<file path="src/lpm_consts.svh">
// Offsets, codes, reset values and timing counts for the mode/activate block
`ifndef LPM_CONSTS_SVH
`define LPM_CONSTS_SVH

// Mode register addresses
`define LPM_MA_DEVICE_INFO 8'h08
`define LPM_MA_VENDOR_TEST 8'h09
`define LPM_MA_CALIBRATION 8'h0A
`define LPM_MA_RSVD_A_LO 8'h0B
`define LPM_MA_RSVD_A_HI 8'h0F
`define LPM_MA_BANK_MASK 8'h10
`define LPM_MA_SEG_MASK 8'h11
`define LPM_MA_RESET 8'h3F

// Device information fields
`define LPM_INFO_TYPE 2'h0
`define LPM_INFO_DENSITY 4'h4
`define LPM_INFO_WIDTH 2'h1

// Calibration codes
`define LPM_CAL_INIT 8'hFF
`define LPM_CAL_LONG 8'hAB
`define LPM_CAL_SHORT 8'h56
`define LPM_CAL_RESET 8'hC3

// Reset values
`define LPM_BANK_MASK_RST 8'h00
`define LPM_SEG_MASK_RST 8'h00

// Command address field positions
`define LPM_CA_ALLBANK_BIT 4
`define LPM_CA_READ_BIT 2

// Activate-to-column delay
`define LPM_CLK_PS 8000
`define LPM_TRCD_NS 18
`define LPM_TRCD_CYC \
  ((`LPM_TRCD_NS * 1000 + `LPM_CLK_PS - 1) / `LPM_CLK_PS)
`define LPM_RCD_W 4

`endif

</file>
<file path="src/lpm_pkg.sv">
// Types shared by the mode register and activate logic
package lpm_pkg;

  typedef struct packed {
    logic cs_b;
    logic [9:0] rise;
    logic [9:0] fall;
  } lpm_ca_t;

  typedef enum logic [2:0] {
    LPM_CMD_NOP,
    LPM_CMD_ACT,
    LPM_CMD_RDWR,
    LPM_CMD_PRE,
    LPM_CMD_MRW,
    LPM_CMD_MRR,
    LPM_CMD_OTHER
  } lpm_cmd_t;

  typedef struct packed {
    logic [2:0] bank;
    logic [12:0] row;
  } lpm_act_t;

endpackage

</file>
<file path="src/lpm_mode_act.sv">
// Upper mode register map and row activate tracking of the memory device
// Notes on behaviour
// - Register 08H reads fixed type, density, width.
// - Register 09H is vendor test, no function.
// - Writes to 0AH start listed calibration actions.
// - Reserved calibration codes are ignored entirely.
// - Reference pin tied high ignores calibration.
// - Registers 0BH to 0FH are reserved.
// - 10H bank mask; one blocks refresh.
// - 11H segment mask by row bits 12:10.
// - Write to 3FH resets device; write-only.
// - Select low, CA0 low, CA1 high is activate.
// - Activate opens given row in given bank.
// - Column access accepted after activate delay.
`include "lpm_consts.svh"

module lpm_mode_act #(
  parameter int NUM_BANKS = 8,
  parameter int ROW_W = 13
) (
  // Clock and reset
  input wire logic clk,
  input wire logic rst_b,
  // Command and address from the controller
  input wire lpm_pkg::lpm_ca_t ca_in,
  // Strap: calibration reference pin tied to core supply
  input wire logic calib_ref_tied,
  // Mode register read return
  output logic mrr_valid,
  output logic [7:0] mrr_data,
  // Calibration request
  output logic calib_start,
  output logic [7:0] calib_code,
  // Partial array refresh masks
  output logic [7:0] refresh_bank_mask,
  output logic [7:0] refresh_segment_mask,
  // Device reset request
  output logic device_reset,
  // Activate report
  output logic act_valid,
  output lpm_pkg::lpm_act_t act_info,
  output logic [NUM_BANKS-1:0] bank_open,
  // Column access report
  output logic rdwr_accept,
  output logic rdwr_reject,
  output logic rdwr_is_read,
  output logic [2:0] rdwr_bank,
  // Command not serviceable in the current bank state
  output logic cmd_error
);
  import lpm_pkg::*;

  generate
    if (NUM_BANKS != 8 || ROW_W != 13) begin : g_bad_cfg
      $error("lpm_mode_act supports 8 banks and 13 row bits only");
    end
  endgenerate

  localparam int RCD_CYC_I = `LPM_TRCD_CYC;
  localparam int RCD_ONE_I = 1;
  localparam logic [`LPM_RCD_W-1:0] RCD_CYC = RCD_CYC_I[`LPM_RCD_W-1:0];
  localparam logic [`LPM_RCD_W-1:0] RCD_ONE = RCD_ONE_I[`LPM_RCD_W-1:0];

  // Two stages before decode: the bus arrives from the pins
  lpm_ca_t ca_s1;
  lpm_ca_t ca_s2;
  logic tied_s1;
  logic tied_s2;

  always_ff @(posedge clk) begin
    if (!rst_b) begin
      ca_s1 <= '{cs_b: 1'b1, rise: 10'h000, fall: 10'h000};
      ca_s2 <= '{cs_b: 1'b1, rise: 10'h000, fall: 10'h000};
      tied_s1 <= 1'b0;
      tied_s2 <= 1'b0;
    end else begin
      ca_s1 <= ca_in;
      ca_s2 <= ca_s1;
      tied_s1 <= calib_ref_tied;
      tied_s2 <= tied_s1;
    end
  end

  // Command decode
  wire sel = ~ca_s2.cs_b;
  wire [9:0] cr = ca_s2.rise;
  wire [9:0] cf = ca_s2.fall;
  lpm_cmd_t cmd;

  always_comb begin
    if (!sel) begin
      cmd = LPM_CMD_NOP;
    end else if (!cr[0] && cr[1]) begin
      cmd = LPM_CMD_ACT;
    end else if (cr[0] && !cr[1]) begin
      cmd = LPM_CMD_RDWR;
    end else if (cr[3:0] == 4'h0) begin
      cmd = LPM_CMD_MRW;
    end else if (cr[3:0] == 4'h8) begin
      cmd = LPM_CMD_MRR;
    end else if (cr[3:0] == 4'hB) begin
      cmd = LPM_CMD_PRE;
    end else begin
      cmd = LPM_CMD_OTHER;
    end
  end

  wire [7:0] ma = {cf[1:0], cr[9:4]};
  wire [7:0] op = cf[9:2];
  wire [2:0] cmd_bank = cr[9:7];
  wire [ROW_W-1:0] cmd_row = {cr[6:2], cf[9:2]};
  wire pre_all = cr[`LPM_CA_ALLBANK_BIT];

  wire is_mrw = (cmd == LPM_CMD_MRW);
  wire is_mrr = (cmd == LPM_CMD_MRR);
  wire is_act = (cmd == LPM_CMD_ACT);
  wire is_rdwr = (cmd == LPM_CMD_RDWR);
  wire is_pre = (cmd == LPM_CMD_PRE);

  // Mode register writes
  wire wr_bank_mask = is_mrw && (ma == `LPM_MA_BANK_MASK);
  wire wr_seg_mask = is_mrw && (ma == `LPM_MA_SEG_MASK);
  wire wr_reset = is_mrw && (ma == `LPM_MA_RESET);
  wire wr_calib = is_mrw && (ma == `LPM_MA_CALIBRATION);

  wire code_known = (op == `LPM_CAL_INIT) || (op == `LPM_CAL_LONG) ||
    (op == `LPM_CAL_SHORT) || (op == `LPM_CAL_RESET);
  // Reserved codes and a tied reference pin both drop the command
  wire next_calib_start = wr_calib && code_known && !tied_s2;

  // Mode register reads; every address but 08H gives 0, and write-only 3FH gives no response
  wire [7:0] info_value =
    {`LPM_INFO_WIDTH, `LPM_INFO_DENSITY, `LPM_INFO_TYPE};
  wire [7:0] next_mrr_data =
    (ma == `LPM_MA_DEVICE_INFO) ? info_value : 8'h00;
  // Reset register has no read path
  wire next_mrr_valid = is_mrr && (ma != `LPM_MA_RESET);

  // Soft reset raised by the reset register write, applied next cycle
  logic soft_rst;
  wire clr = !rst_b || soft_rst;

  always_ff @(posedge clk) begin
    if (!rst_b) begin
      soft_rst <= 1'b0;
      device_reset <= 1'b0;
    end else begin
      soft_rst <= wr_reset;
      device_reset <= wr_reset;
    end
  end

  always_ff @(posedge clk) begin
    if (clr) begin
      refresh_bank_mask <= `LPM_BANK_MASK_RST;
      refresh_segment_mask <= `LPM_SEG_MASK_RST;
    end else begin
      if (wr_bank_mask) begin
        refresh_bank_mask <= op;
      end
      if (wr_seg_mask) begin
        refresh_segment_mask <= op;
      end
    end
  end

  always_ff @(posedge clk) begin
    if (clr) begin
      calib_start <= 1'b0;
      calib_code <= 8'h00;
      mrr_valid <= 1'b0;
      mrr_data <= 8'h00;
    end else begin
      calib_start <= next_calib_start;
      if (next_calib_start) begin
        calib_code <= op;
      end
      mrr_valid <= next_mrr_valid;
      mrr_data <= next_mrr_valid ? next_mrr_data : 8'h00;
    end
  end

  // Per-bank open state and activate-to-column countdown
  logic [`LPM_RCD_W-1:0] rcd_cnt [NUM_BANKS];
  logic [NUM_BANKS-1:0] rcd_done;

  genvar g;
  generate
    for (g = 0; g < NUM_BANKS; g = g + 1) begin : g_bank
      wire hit = (cmd_bank == 3'(g));
      wire act_here = is_act && hit && !bank_open[g];
      wire pre_here = is_pre && (pre_all || hit);

      always_ff @(posedge clk) begin
        if (clr) begin
          bank_open[g] <= 1'b0;
          rcd_cnt[g] <= '0;
        end else if (act_here) begin
          bank_open[g] <= 1'b1;
          rcd_cnt[g] <= RCD_CYC;
        end else begin
          if (pre_here) begin
            bank_open[g] <= 1'b0;
          end
          if (rcd_cnt[g] != '0) begin
            rcd_cnt[g] <= rcd_cnt[g] - RCD_ONE;
          end
        end
      end

      // Counter loaded at the activate edge reaches 1 three cycles after the activate, the first cycle a column access is taken
      assign rcd_done[g] = bank_open[g] && (rcd_cnt[g] <= RCD_ONE);
    end
  endgenerate

  // Activate to an open bank is refused rather than reopening a row
  wire act_ok = is_act && !bank_open[cmd_bank];
  wire rdwr_ok = is_rdwr && rcd_done[cmd_bank];
  wire next_err = (is_act && bank_open[cmd_bank]) || (is_rdwr && !rdwr_ok);

  always_ff @(posedge clk) begin
    if (clr) begin
      act_valid <= 1'b0;
      act_info <= '0;
      rdwr_accept <= 1'b0;
      rdwr_reject <= 1'b0;
      rdwr_is_read <= 1'b0;
      rdwr_bank <= 3'h0;
      cmd_error <= 1'b0;
    end else begin
      act_valid <= act_ok;
      if (act_ok) begin
        act_info <= '{bank: cmd_bank, row: cmd_row};
      end
      rdwr_accept <= rdwr_ok;
      rdwr_reject <= is_rdwr && !rdwr_ok;
      if (is_rdwr) begin
        rdwr_is_read <= cr[`LPM_CA_READ_BIT];
        rdwr_bank <= cmd_bank;
      end
      cmd_error <= next_err;
    end
  end

endmodule

</file>
<file path="config.mk">
export PLATFORM = sky130hd
export DESIGN_NAME = lpm_mode_act
export DESIGN_NICKNAME = d
export VERILOG_FILES = /design/src/lpm_pkg.sv /design/src/lpm_mode_act.sv
export VERILOG_INCLUDE_DIRS = /design/src /design/src/src
export SDC_FILE = /design/constraint.sdc
export NUM_CORES = 1
export LEC_CHECK = 0
export BUFFER_PORTS_ARGS = -buffer_cell sky130_fd_sc_hd__buf_2
export CORE_ASPECT_RATIO = 1.1
export CORE_MARGIN = 2
export CORE_UTILIZATION = 50
export CTS_BUF_LIST = sky130_fd_sc_hd__clkbuf_4
export CTS_CLUSTER_DIAMETER = 120
export DETAILED_ROUTE_END_ITERATION = 10
export GPL_TIMING_DRIVEN = 0
export PLACE_DENSITY = 0.72
export SYNTH_ARGS = -nofsm -noshare
export SYNTH_HDL_FRONTEND = slang
export SYNTH_SLANG_ARGS = --single-unit
</file>
<file path="constraint.sdc">
create_clock -name clk -period 4.7 [get_ports clk]
set_input_delay 0 -clock clk [delete_from_list [all_inputs] [get_ports clk]]
set_output_delay 0 -clock clk [all_outputs]
set_load 0.005 [all_outputs]
</file>
Yosys cells after proc, flatten, opt, wreduce, memory -nomap -nowiden
Memory sizes are Yosys's and may differ from the RTL's. Index checks and enable logic that the tools add are counted.

Flip-flop bits (word level): 111. Bits in writable memories: 32. Output and inout port bits: 67. Memories kept: 1.

Add/subtract/negate cells: 8. Order comparisons: 9. Equality and inequality tests: 24. Mux-type cells: 101. Bitwise operators: 17. Reduce and logical (&&, ||, !) cells: 91.

Memory list: rcd_cnt (words 8, bits a word 4, read ports 8, clocked after Yosys merged registers in 0, wr ports 8, RTL line lpm_mode_act.sv:184) `` logic [`LPM_RCD_W-1:0] rcd_cnt [NUM_BANKS]; ``.

Operators by type and width (count): 2-to-1 mux 1 bit (76); 2-to-1 mux 4 bit (16); logical AND 1 bit (45); <= comparator 4 x 1 -> 1 bit, second input constant (8); nonzero test 4 bit (8); subtractor 4 x 1 -> 4 bit, second input constant (8); equality test 8 bit, second input constant (3); equality test 3 bit, second input constant (6); 2-to-1 mux 3 bit (6); equality test 8 x 4 -> 1 bit, second input constant (2); equality test 8 x 5 -> 1 bit, second input constant (2); OR 1 bit (16); nonzero test 2 bit (8); zero test 1 bit (14); logical OR 1 bit (13); equality test 3 x 2 -> 1 bit, second input constant (4); equality test 4 bit, second input constant (2); equality test 8 x 6 -> 1 bit, second input constant (1); equality test 8 x 7 -> 1 bit, second input constant (1); != test 8 x 6 -> 1 bit, second input constant (1); 2-to-1 mux 7 bit (1); binary-select mux 1 bit (select 3 bit) (2); equality test 3 x 1 -> 1 bit, second input constant (2); zero test 4 bit (1); 4 further kinds (4).

Longest topological paths before layout
Gate-level depths: netlist (run 1).

Word-level depth: 15. Gate-level depth with buffers: 7. Mapped depth without buffers: 7.

Worst setup path after synthesis (run 1)
OpenSTA, ideal clock, no wires.

Path kind: register to register. Start point: register, netlist name cr[1]. End point: memory rcd_cnt[0][4] (netlist name) (enable). Arrival: 1523 ps. Data required time: 4393 ps. Path slack: 2870 ps. Stages on the path, launching flop included: 6. Period minus slack after synthesis: 1830 ps. Cells stage by stage: dfxtp_1 > nor3b_1 > nand2b_1 > nor3_1 > nor2_1 > nand2_1.

RTL lines (RTL line): to (decl) (lpm_mode_act.sv:184).

==> results of run 1 <==
-- worst max-delay path, cell delays in order (launching register included) --
cell and delay, ns:
dfxtp_1 0.42, nor3b_1 0.69, nand2b_1 0.26, nor3_1 0.60, nor2_1 0.08, nand2_1 0.20
-- placed cells by master, fill, tap and decap left out, drive strengths merged, types with 12 or more instances in the layout --
cell type,count
clkbuf,36
nand2,32
nor4,19
a21oi,34
dlygate4sd3,24
mux2i,29
ha,17
inv,26
xnor2,12
edfxtp,32
nor3,20
dfxtp,104
and2,44
o21ai,16
buf,98
nor2,104
-- cell families (layout without fill, tap and decap cells) --
group           after synthesis  after routing  share of synthesized area
compound gates               58             58                     0.0585
xor+xnor                     12             12                     0.0186
fa+ha+maj                    17             17                     0.0377
buf+inv                      52            192                     0.0472
flops                       136            136                      0.539
mux                          32             32                     0.0614
other cells                   1              7                   0.000665
simple gates                270            270                      0.237
-- cell usage after synthesis, drive strengths merged --
cell type and instances:
dfxtp 104, nor2 104, and2 44, a21oi 34, edfxtp 32, nand2 32
mux2i 29, nor3 20, clkbuf 19, inv 19, nor4 19, ha 17
o21ai 16, buf 14, xnor2 12, nand3 9, nand2b 8, nor3b 8
or3 7, nor2b 6, and3 3, nand4 3, mux4 2, nand3b 2
a2111oi 1, a211oi 1, a21o 1, a31oi 1, a32oi 1, and2b 1
conb 1, mux2 1, nand4b 1, nor4b 1, o2111ai 1, o211ai 1
o22ai 1, or2 1, or4 1
-- final timing paths --
check | from | to | cells after the start
worst max-delay path | cr[1] | rcd_cnt[0][6] | 5
worst min-delay path | ca_in[4] | ca_s1[4] | 3
worst max register to register | cr[1] | rcd_cnt[0][6] | 5
worst min register to register | ca_s1[20] | ca_s2[20] | 1
-- timing repair --
action                                  CTS  global route
endpoints found under the setup margin    0             0
hold buffers                             24             0
endpoints found under the hold margin    26             0
setup buffers                             0             0
-- area by class of cell --
| type | instances | area [um^2] | share of cell area |
|---|---|---|---|
| Antenna cell | 1 | 2.50 | 0.000367 |
| Clock buffer | 17 | 128 | 0.0187 |
| Sequential cell | 136 | 3040 | 0.446 |
| Timing Repair Buffer | 108 | 661 | 0.0968 |
| Tap cell | 147 | 184 | 0.0270 |
| Inverter | 19 | 71.3 | 0.0105 |
| Clock inverter | 15 | 188 | 0.0275 |
| Buffer | 33 | 195 | 0.0286 |
| Multi-Input combinational cell | 395 | 2350 | 0.345 |
-- metrics by stage --
step                instance area [um^2]  worst slack (ns)  hold slack (ns)  std cells   util
CTS                                 6820              2.13            0.155        870  0.622
global placement                    6270              2.25            0.196        814  0.572
floorplan                           5660              2.87            0.101        583      -
finish                              6820              2.16            0.194        871  0.623
global route                        6820              1.83            0.162        871  0.623
detailed placement                  6270              2.17            0.191        814  0.572
-- registers in the layout (all words and copies together) (netlist names), 3 cells and up --
signal                cells
rcd_cnt                  32
ca_s1                    21
act_info                 16
cf                       10
cr                       10
bank_open                 8
calib_code                8
refresh_bank_mask         8
refresh_segment_mask      8
rdwr_bank                 3
-- routing by layer --
metal | share of wire | up-vias
met3 | 0.047 | 23
met5 | 0 | -
met4 | 0.019 | 0
li1 | - | 2223
met1 | 0.44 | 2088
met2 | 0.49 | 135
-- power by group through the flow --
stage               Sequential, mW  Combinational [mW]  Clock, mW
finish                        1.52               0.678      0.838
global route                  1.55               0.783      0.898
CTS                           1.52               0.675      0.848
detailed placement            1.55               0.655          0
global placement              1.53               0.616          0
floorplan                     1.51               0.543          0
==> impl_metrics.json, run 1 <==
{
  "gr-max-usage-layer": "met2",
  "core_area_um2": 11000,
  "syn_inst": 578,
  "h-tree-depth": 4,
  "cp-end-kind": "register",
  "layout-drive-gt1-share": 0.189,
  "cp.required_ns": 4.93,
  "syn-mean-instance-area_um2": 9.76,
  "synthTopCellsByArea": "dfxtp_1 (37%), edfxtp_1 (17%), nor2_1 (6.9%), mux2i_1 (5.1%), and2_1 (4.8%)",
  "rrSetupSlack_ns": 2.16,
  "p_comb_frac": 0.223,
  "finalWirelength_mm": 12.3,
  "hold_viol_final": 0,
  "fmaxAchievable_ghz": 0.393,
  "avgViaCountPerCell": 5.13,
  "critPathKind": "register to register",
  "synth_seq_area_share": 0.539,
  "syn_area_um2": 5640,
  "yosysTopAreaCellShare": 0.369,
  "ir_drop_v": 0.000222,
  "grt_usage": 0.210,
  "grt_pass1_vias": 4221,
  "cts_tree": "built",
  "finalCritPeriodShare": 0.541,
  "grt_use_met2": 0.347,
  "num-nets-final": 751,
  "die-area_um2": 12200,
  "start_util": 0.515,
  "grt_pass1_wl_mm": 20.1,
  "io_pins": 91,
  "cts_made_buffers": 17,
  "cp-start-kind": "register",
  "slew_headroom": 0.422,
  "path_clk_slew_ns": 0.12,
  "clock_latency_ns": 0.54,
  "power_density_nw_per_um2": 445,
  "slew_viol_final": 0,
  "min_path_type": "input port to register",
  "clk_root_buffer_cell": "clkbuf_4",
  "finalCriticalPeriod_ns": 2.54,
  "first_pass_iters": 5,
  "switchingPower_mw": 0.954,
  "worstMarginPinSlew_ns": 0.868,
  "p_int_mw": 2.09,
  "via_count": 4469,
  "fin_setup_tns_ns": 0,
  "grtUsageMet3": 0.0529,
  "final-setup-viol-count": 0,
  "ys_seq_elements": 136,
  "grtUsageMet1": 0.266,
  "die_w_um": 105,
  "max_cap_violations": 0,
  "grt_max_degree": 17,
  "fillers": 921,
  "ctsResizeCount": 0,
  "status": "finished, final reports clean",
  "rsz0062_at_grt": "false",
  "sw_frac_of_total": 0.314,
  "leakagePower_nw": 3.02,
  "ant_nets": 0,
  "antenna_found_initial": 1,
  "yosys_warnings": 0,
  "rows": 40,
  "areaGrowthSynthToFinish_pct": 20.9,
  "avgRoutedWirePerCell_um": 14.1,
  "gp_congestion": 0.816,
  "power_mw": 3.04,
  "cts_sinks": 136,
  "cp.arrival_ns": 2.78,
  "drtIter0Drc": 296,
  "fin_skew_ns": 0.0214,
  "clock_path_buffers": 2,
  "yosys.area.top_type": "dfxtp_1",
  "ys_types": 44,
  "die_y_um": 115,
  "worstPathMaxFanout": 6,
  "power_frac_clock": 0.276,
  "p_seq_frac": 0.501,
  "dp_hpwl_mm": 8.83,
  "drc": 0,
  "globalRoute.totalOverflow": 0,
  "port_buffers": 84
}
(Power assumes the default switching activity.)
==> run 2, diff against run 1 <==
==> constraint.sdc (replaced) <==
create_clock -name clk -period 2.5 [get_ports clk]
set_input_delay 0 -clock clk [delete_from_list [all_inputs] [get_ports clk]]
set_output_delay 0 -clock clk [all_outputs]
set_load 0.005 [all_outputs]
==> impl_metrics.json, run 2 (synthesis results as in run 1) <==
{
  "status": "finished, final reports clean",
  "finalCriticalPeriod_ns": 2.24,
  "num-nets-final": 751,
  "die_y_um": 115,
  "postCtsSetupRepairBufs": 0,
  "start_util": 0.515,
  "grt_pass1_vias": 4221,
  "cp.required_ns": 2.74,
  "fin_setup_tns_ns": 0,
  "largest_register_ffs": 32,
  "cts_tree": "built",
  "top_regs": "rcd_cnt: 32 flops, ca_s1: 21 flops, act_info: 16 flops",
  "drc": 0,
  "clock_latency_ns": 0.54,
  "finish.utilization": 0.624,
  "areaGrowthSynthToFinish_pct": 21.1,
  "rsz0062_at_grt": "false",
  "power_density_nw_per_um2": 836,
  "grt_pass1_wl_mm": 20.1,
  "avgRoutedWirePerCell_um": 14.1,
  "gr-max-usage-layer": "met2",
  "antenna_found_initial": 1,
  "path_clk_slew_ns": 0.12,
  "hold_viol_final": 0,
  "grt_usage": 0.210,
  "core_area_um2": 11000,
  "cts_made_buffers": 17,
  "setup_ws_ns": 0.263,
  "globalRoute.totalOverflow": 0,
  "critPathKind": "register to register",
  "largest-register": "rcd_cnt",
  "ir_drop_v": 0.000417,
  "rows": 40,
  "port_buffers": 84,
  "gp_congestion": 0.816,
  "fmaxAchievable_ghz": 0.447,
  "grt_use_met2": 0.347,
  "leakagePower_nw": 3.03,
  "max_cap_violations": 0,
  "cp.arrival_ns": 2.48,
  "grtUsageMet3": 0.0529,
  "critical_path.slowest_cell": "nor3_1",
  "die-area_um2": 12200,
  "layout-drive-gt1-share": 0.194,
  "ant_nets": 0,
  "finalCritPeriodShare": 0.895,
  "finalWirelength_mm": 12.3,
  "fin_skew_ns": 0.0190,
  "die_w_um": 105,
  "min_path_type": "input port to register",
  "crit_path_cell_trace": "nor3b_2 > nand2b_1 > nor3_1 > nor2_1 > nand2_1",
  "cts_sinks": 136,
  "post-place-ws_ns": -0.0293,
  "clk_root_buffer_cell": "clkbuf_4",
  "power_mw": 5.71,
  "worstPathMaxFanout": 6,
  "dp_hpwl_mm": 8.83,
  "slew_headroom": 0.433,
  "avgViaCountPerCell": 5.08,
  "mostFrequentLayoutCells": "nor2_1 (104), dfxtp_1 (104), buf_2 (87)",
  "via_count": 4428,
  "h-tree-depth": 4,
  "io_pins": 91,
  "worstMarginPinSlew_ns": 0.850,
  "whs_ns": 0.185,
  "clock_path_buffers": 2,
  "final-setup-viol-count": 0,
  "grt_max_degree": 17,
  "cpPeakStageDelay_ns": 0.58,
  "slew_viol_final": 0,
  "grtUsageMet1": 0.266,
  "first_pass_iters": 7,
  "cp-start-kind": "register",
  "drtIter0Drc": 298,
  "cp-end-kind": "register"
}
==> run 2: layout make-up <==
cell class / count / area (um^2)
clock inverters: 15 / 188
clock buffers: 17 / 128
diodes: 1 / 2.50
multi-input cells: 395 / 2360
flip-flops and latches: 136 / 3040
fillers: 918 / 4130
inverters: 19 / 71.3
plain buffers: 33 / 196
well taps: 147 / 184
repair buffers: 108 / 661
==> run 2: worst paths after layout <==
kind	startpoint	endpoint	slack, ns	depth (start not counted)
max	cr[1]	rcd_cnt[0][6]	0.26	5
min	ca_in[4]	ca_s1[4]	0.19	3
max reg2reg	cr[1]	rcd_cnt[0][6]	0.26	5
min reg2reg	ca_s1[20]	ca_s2[20]	0.43	1
==> run 2: metal layers <==
metal	wire (um)	part of all wire	vias up
met1	5440	0.44	2057
li1	-	-	2215
met2	6030	0.49	131
met5	0	0	-
met4	257	0.021	0
met3	592	0.048	25
==> run 2: critical path, delay by kind of cell, from the launching register on <==
kind             cells  cell delay, ns
AND/OR/NAND/NOR      5            1.52
flip-flops           1            0.43
==> run 2: stage by stage <==
stage | cells | area, um^2
after detailed placement | 814 | 6270
after floorplan | 583 | 5660
after CTS | 870 | 6830
after global placement | 814 | 6270
final | 871 | 6840
after global routing | 871 | 6840
==> run 2: repair_timing <==
| action | 4_1_cts | 5_1_grt |
|---|---|---|
| resized for setup | 1 | 3 |
| hold endpoints to repair | 26 | 0 |
| gates cloned | 0 | 0 |
| hold buffers | 24 | 0 |
| setup endpoints to repair | 12 | 15 |
==> run 2: power by group <==
part / switching, mW / internal, mW / total (mW) / leakage (nW)
logic: 0.699 / 0.576 / 1.28 / 1.66
registers: 0.232 / 2.63 / 2.86 / 1.21
clock network: 0.858 / 0.716 / 1.57 / 0.161
